[src/rtl/clock_switch_pkg.sv]
package clock_switch_pkg;

   // ==========================================================================
   // Clock source select codes.
   localparam logic [1:0] SEL_PRIMARY   = 2'h0;
   localparam logic [1:0] SEL_SECONDARY = 2'h1;
   localparam logic [1:0] SEL_INTERNAL  = 2'h2;
   localparam logic [1:0] SEL_RESET     = 2'h0;

   // ==========================================================================
   // Internal block frequency codes.
   localparam logic [2:0] FREQ_LOW_INTERNAL = 3'h0;
   localparam logic [2:0] FREQ_125_KHZ      = 3'h1;
   localparam logic [2:0] FREQ_4_MHZ        = 3'h6;
   localparam logic [2:0] FREQ_8_MHZ        = 3'h7;
   localparam logic [2:0] FREQ_RESET        = 3'h0;
   localparam logic [2:0] TAP_TOP           = 3'h6;
   localparam int         POSTSCALE_BITS    = 6;

   // ==========================================================================
   // Status bit positions.
   localparam int OSC_STATUS_BITS   = 8;
   localparam int PRIMARY_BIT       = 3;
   localparam int INTERNAL_BIT      = 2;
   localparam int TIMER_STATUS_BITS = 8;
   localparam int SECONDARY_BIT     = 6;
   localparam int SEC_ENABLE_BIT    = 3;

   // ==========================================================================
   // Switch timing in cycles of the old and new source.
   localparam logic [1:0] OLD_EDGES = 2'h2;
   localparam logic [1:0] NEW_EDGES = 2'h3;

   // ==========================================================================
   // Synchronised input positions.
   localparam int SYNC_BITS   = 6;
   localparam int IN_PRIMARY  = 0;
   localparam int IN_SECOND   = 1;
   localparam int IN_FAST     = 2;
   localparam int IN_LOW      = 3;
   localparam int IN_PRI_RDY  = 4;
   localparam int IN_FAST_RDY = 5;

   typedef enum logic [1:0]
   {
      ST_RUN   = 2'h0,
      ST_READY = 2'h1,
      ST_DRAIN = 2'h3,
      ST_NEW   = 2'h2
   } switch_state_e;

   typedef struct packed
   {
      logic       idle_on_sleep;
      logic [2:0] internal_freq_select;
      logic [1:0] clock_select;
   } osc_ctrl_s;

   typedef struct packed
   {
      logic primary_clock_active;
      logic internal_clock_stable;
      logic secondary_clock_active;
   } clock_status_s;

endpackage

[src/rtl/input_sync.sv]
`timescale 1ns/1ps
module input_sync
(
   input  wire logic                                   mclk,
   input  wire logic                                   sys_rst,
   input  wire logic [clock_switch_pkg::SYNC_BITS-1:0] async_in,
   output logic      [clock_switch_pkg::SYNC_BITS-1:0] sync_out
);

   // ==========================================================================
   // Two flip-flop synchroniser per bit.
   genvar i;
   generate
      for (i = 0; i < clock_switch_pkg::SYNC_BITS; i++)
      begin : g_bit
         logic stage1;
         always_ff @(posedge mclk)
         begin
            if (sys_rst)
            begin
               stage1      <= 1'b0;
               sync_out[i] <= 1'b0;
            end
            else
            begin
               stage1      <= async_in[i];
               sync_out[i] <= stage1;
            end
         end
      end
   endgenerate

endmodule

[src/rtl/system_clock_source_switch.sv]
// Functional notes
// - Source selection takes effect only when sleep executes into a managed mode.
// - Every reset clears the source selection.
// - Frequency select picks low internal, fast 8 MHz, or six postscaled rates.
// - With the internal block active, frequency changes apply at once.
// - After reset the internal block output defaults to the 32 kHz source.
// - Primary active flag sets once start-up expired and primary drives clock.
// - Internal stable flag sets when the fast source is stable and driving.
// - Secondary active flag sets while the secondary oscillator drives the clock.
// - In managed modes at most one status flag is set, unless the internal block is the primary.
// - All flags clear on the low internal source or unstable fast source.
// - Internal block as primary may show primary and internal flags together.
// - Entering an internal mode at same frequency clears the primary flag.
// - A switch waits two old-source falling edges, then three new-source rising edges.
// - Secondary selection is ignored at sleep unless its oscillator is enabled.
// - Each sleep uses the idle choice current at that sleep.
// - Idle choice decides CPU-only shutdown versus full sleep.
// - The secondary oscillator keeps running in managed modes.
// - Low internal source always feeds the watchdog clock.
// - Primary oscillator mode is latched from configuration after reset.
// - Secondary selection switches clock, stops primary, sets secondary flag.
// - Leaving secondary keeps it until primary ready, then swaps flags.
`timescale 1ns/1ps
module system_clock_source_switch
#(
   parameter logic [3:0] INTERNAL_PRIMARY_CODE = 4'h8
)
(
   input  wire logic                          mclk,
   input  wire logic                          sys_rst,
   input  wire logic                          primary_osc,
   input  wire logic                          secondary_osc,
   input  wire logic                          fast_internal_source,
   input  wire logic                          low_freq_internal_source,
   input  wire logic                          primary_start_done,
   input  wire logic                          fast_internal_ready,
   input  wire logic [3:0]                    primary_osc_config,
   input  wire logic                          ctrl_write,
   input  wire clock_switch_pkg::osc_ctrl_s   ctrl_wdata,
   input  wire logic                          secondary_osc_enable,
   input  wire logic                          sleep_exec,
   input  wire logic                          wake_event,
   output clock_switch_pkg::osc_ctrl_s        ctrl,
   output clock_switch_pkg::clock_status_s    status,
   output logic [3:0]                         primary_mode,
   output logic [1:0]                         active_source,
   output logic                               switching,
   output logic                               device_clk,
   output logic                               cpu_clk_en,
   output logic                               periph_clk_en,
   output logic                               primary_osc_run,
   output logic                               secondary_osc_run,
   output logic                               watchdog_clk
);

   // ==========================================================================
   // Input synchronisation and edge detection.
   logic [clock_switch_pkg::SYNC_BITS-1:0] sync_in;
   logic [2:0]                             src_prev;

   input_sync u_sync
   (
      .mclk     (mclk),
      .sys_rst  (sys_rst),
      .async_in ({fast_internal_ready, primary_start_done, low_freq_internal_source,
                  fast_internal_source, secondary_osc, primary_osc}),
      .sync_out (sync_in)
   );

   // ==========================================================================
   // Internal block postscaler and output selection.
   logic [clock_switch_pkg::POSTSCALE_BITS-1:0] postscale;
   wire                                         fast_lvl  = sync_in[clock_switch_pkg::IN_FAST];
   wire                                         low_lvl   = sync_in[clock_switch_pkg::IN_LOW];
   wire  [2:0]                                  tap_index = clock_switch_pkg::TAP_TOP
                                                            - ctrl.internal_freq_select;
   wire                                         post_lvl  = postscale[tap_index];
   wire                                         int_lvl   =
      (ctrl.internal_freq_select == clock_switch_pkg::FREQ_LOW_INTERNAL) ? low_lvl :
      (ctrl.internal_freq_select == clock_switch_pkg::FREQ_8_MHZ) ? fast_lvl : post_lvl;
   wire  [2:0]                                  src_lvl   = {int_lvl,
                                                             sync_in[clock_switch_pkg::IN_SECOND],
                                                             sync_in[clock_switch_pkg::IN_PRIMARY]};
   logic                                        post_prev_fast;

   always_ff @(posedge mclk)
   begin
      if (sys_rst)
      begin
         postscale      <= '0;
         post_prev_fast <= 1'b0;
      end
      else
      begin
         post_prev_fast <= fast_lvl;
         if (fast_lvl && !post_prev_fast)
         begin
            postscale <= postscale + {{(clock_switch_pkg::POSTSCALE_BITS-1){1'b0}}, 1'b1};
         end
      end
   end

   // ==========================================================================
   // Control register and configuration latch.
   logic cfg_taken;

   always_ff @(posedge mclk)
   begin
      if (sys_rst)
      begin
         ctrl.clock_select         <= clock_switch_pkg::SEL_RESET;
         ctrl.internal_freq_select <= clock_switch_pkg::FREQ_RESET;
         ctrl.idle_on_sleep        <= 1'b0;
         cfg_taken                 <= 1'b0;
         primary_mode              <= 4'h0;
      end
      else
      begin
         if (ctrl_write)
         begin
            ctrl <= ctrl_wdata;
         end
         if (!cfg_taken)
         begin
            primary_mode <= primary_osc_config;
            cfg_taken    <= 1'b1;
         end
      end
   end

   // ==========================================================================
   // Source switch sequencer.
   clock_switch_pkg::switch_state_e state;
   clock_switch_pkg::switch_state_e next_state;
   logic [1:0]                      target;
   logic [1:0]                      edge_cnt;

   wire [1:0] req_src    = ctrl.clock_select[1] ? clock_switch_pkg::SEL_INTERNAL
                                                : ctrl.clock_select;
   wire       sec_block  = (req_src == clock_switch_pkg::SEL_SECONDARY)
                           & ~secondary_osc_enable;
   wire       start_sw   = (state == clock_switch_pkg::ST_RUN) & sleep_exec
                           & ~sec_block & (req_src != active_source);
   wire       tgt_ready  = (target == clock_switch_pkg::SEL_PRIMARY) ?
                              sync_in[clock_switch_pkg::IN_PRI_RDY] :
                           (target == clock_switch_pkg::SEL_SECONDARY) ? 1'b1 :
                              ((ctrl.internal_freq_select == clock_switch_pkg::FREQ_LOW_INTERNAL)
                               | sync_in[clock_switch_pkg::IN_FAST_RDY]);
   wire       old_fall   = src_prev[active_source] & ~src_lvl[active_source];
   wire       new_rise   = ~src_prev[target] & src_lvl[target];
   wire       drain_done = (state == clock_switch_pkg::ST_DRAIN) & old_fall
                           & (edge_cnt == clock_switch_pkg::OLD_EDGES - 2'h1);
   wire       new_done   = (state == clock_switch_pkg::ST_NEW) & new_rise
                           & (edge_cnt == clock_switch_pkg::NEW_EDGES - 2'h1);

   always_comb
   begin
      next_state = state;
      unique case (state)
         clock_switch_pkg::ST_RUN:
            if (start_sw)
               next_state = clock_switch_pkg::ST_READY;
         clock_switch_pkg::ST_READY:
            if (tgt_ready)
               next_state = clock_switch_pkg::ST_DRAIN;
         clock_switch_pkg::ST_DRAIN:
            if (drain_done)
               next_state = clock_switch_pkg::ST_NEW;
         clock_switch_pkg::ST_NEW:
            if (new_done)
               next_state = clock_switch_pkg::ST_RUN;
      endcase
   end

   always_ff @(posedge mclk)
   begin
      if (sys_rst)
      begin
         state         <= clock_switch_pkg::ST_RUN;
         target        <= clock_switch_pkg::SEL_PRIMARY;
         active_source <= clock_switch_pkg::SEL_PRIMARY;
         edge_cnt      <= 2'h0;
         src_prev      <= 3'h0;
      end
      else
      begin
         state    <= next_state;
         src_prev <= src_lvl;
         if (start_sw)
         begin
            target <= req_src;
         end
         if (state != next_state)
         begin
            edge_cnt <= 2'h0;
         end
         else if ((state == clock_switch_pkg::ST_DRAIN && old_fall) ||
                  (state == clock_switch_pkg::ST_NEW && new_rise))
         begin
            edge_cnt <= edge_cnt + 2'h1;
         end
         if (new_done)
         begin
            active_source <= target;
         end
      end
   end

   // ==========================================================================
   // Status flags, updated only while no switch is in progress.
   wire int_primary = (primary_mode == INTERNAL_PRIMARY_CODE);
   wire fast_stable = sync_in[clock_switch_pkg::IN_FAST_RDY]
                      & (ctrl.internal_freq_select != clock_switch_pkg::FREQ_LOW_INTERNAL);
   clock_switch_pkg::clock_status_s next_status;

   always_comb
   begin
      next_status = '0;
      unique case (active_source)
         clock_switch_pkg::SEL_PRIMARY:
         begin
            next_status.primary_clock_active  = sync_in[clock_switch_pkg::IN_PRI_RDY];
            next_status.internal_clock_stable = int_primary & fast_stable;
         end
         clock_switch_pkg::SEL_SECONDARY:
            next_status.secondary_clock_active = 1'b1;
         clock_switch_pkg::SEL_INTERNAL:
            next_status.internal_clock_stable = fast_stable;
         default:
            next_status = '0;
      endcase
   end

   always_ff @(posedge mclk)
   begin
      if (sys_rst)
      begin
         status    <= '0;
         switching <= 1'b0;
      end
      else
      begin
         switching <= (next_state != clock_switch_pkg::ST_RUN);
         if (state == clock_switch_pkg::ST_RUN)
         begin
            status <= next_status;
         end
      end
   end

   // ==========================================================================
   // Power-managed mode and clock outputs.
   logic managed;

   always_ff @(posedge mclk)
   begin
      if (sys_rst)
      begin
         managed           <= 1'b0;
         cpu_clk_en        <= 1'b1;
         periph_clk_en     <= 1'b1;
         device_clk        <= 1'b0;
         primary_osc_run   <= 1'b1;
         secondary_osc_run <= 1'b0;
         watchdog_clk      <= 1'b0;
      end
      else
      begin
         if (sleep_exec)
         begin
            managed       <= 1'b1;
            cpu_clk_en    <= 1'b0;
            periph_clk_en <= ctrl.idle_on_sleep;
         end
         else if (wake_event)
         begin
            managed       <= 1'b0;
            cpu_clk_en    <= 1'b1;
            periph_clk_en <= 1'b1;
         end
         device_clk        <= (state == clock_switch_pkg::ST_RUN) & src_lvl[active_source]
                              & (next_state == clock_switch_pkg::ST_RUN);
         primary_osc_run   <= (active_source == clock_switch_pkg::SEL_PRIMARY)
                              | (target == clock_switch_pkg::SEL_PRIMARY);
         secondary_osc_run <= secondary_osc_enable;
         watchdog_clk      <= low_lvl;
      end
   end

   // ==========================================================================
   // Assertions.
   a_select_reset: assert property (@(posedge mclk)
      $past(sys_rst) |-> ctrl.clock_select == clock_switch_pkg::SEL_RESET)
      else $error("Clock select not cleared by reset.");
   a_freq_reset: assert property (@(posedge mclk)
      $past(sys_rst) |-> ctrl.internal_freq_select == clock_switch_pkg::FREQ_LOW_INTERNAL)
      else $error("Frequency select not at low source after reset.");
   a_write_no_switch: assert property (@(posedge mclk) disable iff (sys_rst)
      (state == clock_switch_pkg::ST_RUN && !sleep_exec) |=> state == clock_switch_pkg::ST_RUN)
      else $error("Switch started without sleep.");
   a_sec_ignored: assert property (@(posedge mclk) disable iff (sys_rst)
      (sleep_exec && sec_block && state == clock_switch_pkg::ST_RUN)
      |=> state == clock_switch_pkg::ST_RUN)
      else $error("Secondary selected while its oscillator disabled.");
   a_one_flag: assert property (@(posedge mclk) disable iff (sys_rst)
      (managed && !int_primary) |-> $onehot0(status))
      else $error("More than one clock status flag set.");
   a_low_clear: assert property (@(posedge mclk) disable iff (sys_rst)
      ($past(state) == clock_switch_pkg::ST_RUN
       && $past(active_source) == clock_switch_pkg::SEL_INTERNAL
       && $past(ctrl.internal_freq_select) == clock_switch_pkg::FREQ_LOW_INTERNAL)
      |-> status == '0)
      else $error("Status flag set on low internal source.");
   a_sec_flag: assert property (@(posedge mclk) disable iff (sys_rst)
      (state == clock_switch_pkg::ST_RUN && active_source == clock_switch_pkg::SEL_SECONDARY)
      |=> status.secondary_clock_active && !status.primary_clock_active)
      else $error("Secondary flag not shown.");
   a_clock_quiet: assert property (@(posedge mclk) disable iff (sys_rst)
      (state == clock_switch_pkg::ST_DRAIN && $past(state) == clock_switch_pkg::ST_DRAIN)
      |-> !device_clk || $past(device_clk))
      else $error("Device clock rose during a switch.");
   a_idle_mode: assert property (@(posedge mclk) disable iff (sys_rst)
      sleep_exec |=> !cpu_clk_en && (periph_clk_en == $past(ctrl.idle_on_sleep)))
      else $error("Sleep mode does not follow idle choice.");
   a_watchdog: assert property (@(posedge mclk) disable iff (sys_rst)
      ##1 watchdog_clk == $past(low_lvl))
      else $error("Watchdog clock not fed by low internal source.");
   a_secondary_run_mode: assert property (@(posedge mclk) disable iff (sys_rst)
      managed |-> ##1 secondary_osc_run == $past(secondary_osc_enable))
      else $error("Secondary oscillator stopped in managed mode.");

   c_to_secondary: cover property (@(posedge mclk) disable iff (sys_rst)
      new_done && target == clock_switch_pkg::SEL_SECONDARY);
   c_to_primary: cover property (@(posedge mclk) disable iff (sys_rst)
      new_done && target == clock_switch_pkg::SEL_PRIMARY);
   c_idle_entry: cover property (@(posedge mclk) disable iff (sys_rst)
      sleep_exec && ctrl.idle_on_sleep);
   c_both_flags: cover property (@(posedge mclk) disable iff (sys_rst)
      status.primary_clock_active && status.internal_clock_stable);

endmodule

[config.mk]
export PLATFORM = sky130hd
export DESIGN_NAME = system_clock_source_switch
export DESIGN_NICKNAME = d
export VERILOG_FILES = /design/src/rtl/clock_switch_pkg.sv /design/src/rtl/input_sync.sv /design/src/rtl/system_clock_source_switch.sv
export SDC_FILE = /design/constraint.sdc
export NUM_CORES = 1
export LEC_CHECK = 0
export BUFFER_PORTS_ARGS = -buffer_cell sky130_fd_sc_hd__buf_2
export CAP_MARGIN = 10
export CORE_UTILIZATION = 48
export DETAILED_ROUTE_END_ITERATION = 8
export GPL_TIMING_DRIVEN = 0
export HOLD_SLACK_MARGIN = 0.1
export PLACE_DENSITY_LB_ADDON = 0.05
export SYNTH_ARGS = -nofsm -noshare
export SYNTH_HDL_FRONTEND = slang
export SYNTH_SLANG_ARGS = --single-unit
export TNS_END_PERCENT = 5
[constraint.sdc]
create_clock -name mclk -period 2.2 [get_ports mclk]
set_input_delay 0.11 -clock mclk [delete_from_list [all_inputs] [get_ports mclk]]
set_output_delay 0.11 -clock mclk [all_outputs]
set_load 0.01 [all_outputs]
==> flow_summary.json <==
{
  "syn_avg_cell_area_um2": 9.47,
  "synth-seq-area-share_pct": 47.5,
  "cts_setup_buffers": 0,
  "root_buffer": "clkbuf_8",
  "r2r_cells": 8,
  "drive_above_1_share_pct": 23.5,
  "clockBufferDepth": 2,
  "run_status": "complete, no violations",
  "antenna_cells": 0,
  "relSlewSlack_pct": 61.2,
  "clock.fmax_mhz": 459,
  "synth_ff_type": "dfxtp_1",
  "row_count": 23,
  "drt-initial-drc-count": 154,
  "synth_commonest_cells": "dfxtp_1 (51), nor2_1 (31), nor2b_1 (20), mux2i_1 (17), a21oi_1 (13)",
  "path_class": "flip-flop to flip-flop",
  "yosysWarnings": 0,
  "clock_latency_ns": 0.31,
  "clkPwrFrac_pct": 32.8,
  "setup_viol": 0,
  "end_kind": "flip-flop",
  "power_density_nw_per_um2": 641,
  "instances_no_fill": 348,
  "ff_latch_area_um2": 1030,
  "cp.arrival_ns": 2.36,
  "cts_max_level": 2,
  "wl_per_cell_um": 12.9,
  "drv_cap": 0,
  "slew_violations": 0,
  "yosys.area.top_type": "dfxtp_1",
  "grt_usage_pct": 20.9,
  "rsz0062_at_grt": "true",
  "synth_cell_types": 44,
  "cts_num_sinks": 51,
  "comb_power_share_pct": 11.5,
  "layout.nets": 325,
  "core_area_um2": 4140,
  "synth.area.top_cells": "dfxtp_1 (47%), mux2i_1 (7.9%), nor2b_1 (5.8%)",
  "min_from": "ctrl_write",
  "syn_nets": 255,
  "place_congestion": 0.814,
  "grt_pass1_wl_um": 7130,
  "cts_tree": "built",
  "pwr-share-seq_pct": 55.7,
  "ir_drop_v": 0.000484,
  "die_y_um": 68.9,
  "dpl.hpwl_um": 3050,
  "grt_max_degree": 15,
  "antenna_found_initial": 0,
  "tightest_slew_ns": 0.581,
  "die_w_um": 68.9,
  "synth-async-reset-ratio_pct": 0,
  "switching_share_pct": 23.3,
  "postLayoutCoreUtil_pct": 66.2,
  "synth_area_um2": 2150,
  "clock_skew_ns": 0.00865,
  "hold_viol": 0,
  "ant_nets": 0,
  "nFillCells": 357,
  "grt_pass1_vias": 1593,
  "cp_max_fo": 7,
  "ys_seq_elements": 51,
  "finalCriticalPeriod_ns": 2.18,
  "dp.cells": 319,
  "intPower_uw": 1350,
  "syn_to_final_growth_pct": 27.7,
  "fin_crit_sh_pct": 99.0,
  "holdWs_ns": 0.317,
  "regToRegSetupSlack_ns": 0.02,
  "whs_endpoint": "ctrl[5]",
  "yosysMostFrequentCell": "dfxtp_1",
  "cts_inserted_buffers": 5,
  "p_leak_uw": 0.00115,
  "switchingPower_uw": 410,
  "fin_tns_setup_ns": 0,
  "yosysTopAreaCellShare_pct": 47.5,
  "initial_core_util_pct": 51.9,
  "synth_edf_count": 0,
  "holdPathStages": 3,
  "viasPerCell": 5.05,
  "dr.pass1.iters": 4,
  "io_pins": 44,
  "hp-class": "primary input to flip-flop",
  "path_clk_slew_ns": 0.09,
  "vias": 1756,
  "drc_errors": 0,
  "synthCells": 227,
  "die-area_um2": 4750,
  "worstSetupStartpointType": "flip-flop",
  "grt-ovfl-total": 0,
  "rr_startpoint": "ctrl[2]",
  "r2r-end": "edge_cnt[1]",
  "drt_wl_total_um": 4470,
  "crit_required_ns": 2.39,
  "multi_input_area_um2": 1030,
  "portBuffers": 42
}
## worst max-delay path by stage
stage                        to  startpoint  slack [ns]
floorplan           edge_cnt[1]     ctrl[2]        0.02
global placement    edge_cnt[1]     ctrl[2]       -0.13
detailed placement  edge_cnt[1]     ctrl[2]       -0.13
CTS                 edge_cnt[1]     ctrl[3]       0.006
global route        edge_cnt[0]     ctrl[2]       -0.07
finish              edge_cnt[1]     ctrl[2]        0.02
## critical path, cell delays in order (launching register included)
cell	delay, ns
dfxtp_4	0.40
inv_1	0.05
ha_1	0.31
mux4_2	0.29
o21bai_4	0.20
or3_4	0.36
a32oi_2	0.25
or3_1	0.14
a21oi_1	0.05
## cell families (layout without fill, tap and decap cells)
logic type | after synthesis | count (layout) | share of synthesized area [%]
and+or+nand+nor | 85 | 85 | 21.7
DFF | 51 | 51 | 47.5
AOI/OAI and AO/OA | 37 | 37 | 11.6
buffers and inverters | 25 | 96 | 4.66
muxes | 19 | 19 | 9.49
adders and majority gates | 6 | 6 | 3.49
xor gates and xnor gates | 4 | 4 | 1.63
## state kept, by name (all words and copies together) (netlist names), 2 cells and up
name                 cells
edge_cnt                 2
u_sync.sync_out          6
primary_mode             4
target                   2
ctrl                     6
status                   3
postscale                6
active_source            2
u_sync.g_bit.stage1      6
src_prev                 3
state                    2
## cell usage in the layout, fill, tap and decap left out, types with 2 or more instances in the layout
| cell | instances |
|---|---|
| a31oi_1 | 2 |
| clkbuf_2 | 3 |
| nand2_1 | 7 |
| clkbuf_1 | 9 |
| dlygate4sd3_1 | 21 |
| o211ai_1 | 2 |
| clkbuf_8 | 7 |
| nor4b_1 | 2 |
| and2b_2 | 2 |
| nor2b_1 | 20 |
| inv_1 | 12 |
| ha_1 | 6 |
| o21ai_0 | 8 |
| o22ai_1 | 2 |
| a21oi_1 | 13 |
| xor2_1 | 3 |
| or3_1 | 2 |
| nor3b_1 | 2 |
| buf_2 | 42 |
| nor3_1 | 5 |
| dfxtp_1 | 49 |
| nand3_1 | 2 |
| nand4_1 | 4 |
| mux2i_1 | 17 |
| nor2_1 | 31 |
## final cells by class
type / count / area share [%]
Sequential cell: 51 / 37.4
Tap cell: 50 / 2.28
Inverter: 12 / 1.64
Multi-Input combinational cell: 151 / 37.7
Buffer: 13 / 2.05
Timing Repair Buffer: 63 / 15.3
Clock buffer: 8 / 3.65
## stage by stage
stage	area (um2)	total power, uW	setup slack, ns
after floorplan	2150	1110	0.0243
after global placement	2420	1170	-0.130
after detailed placement	2420	1170	-0.133
after CTS	2740	1770	0.00604
after global routing	2750	1840	-0.0713
final	2750	1760	0.0230
## what timing repair did
item                                    4_1_cts  5_1_grt
hold buffers                                 21        0
endpoints found under the setup margin        5        7
resized for setup                             3        3
endpoints found under the hold margin        20        0
## layer usage
metal / part of all wire, % / global-route usage [%]
met5: 0 / 0
met4: 1.9 / 9.95
met3: 3.2 / 3.95
met2: 46 / 35.1
met1: 48 / 25.6
## power groups by stage
stage | Clock, uW | Combinational, uW | Sequential, uW
finish | 577 | 202 | 979
floorplan | 0 | 104 | 1010
global route | 628 | 225 | 985
detailed placement | 0 | 171 | 1000
global placement | 0 | 169 | 1000
CTS | 594 | 202 | 979
No activity file was read; power rests on OpenSTA's default activity.
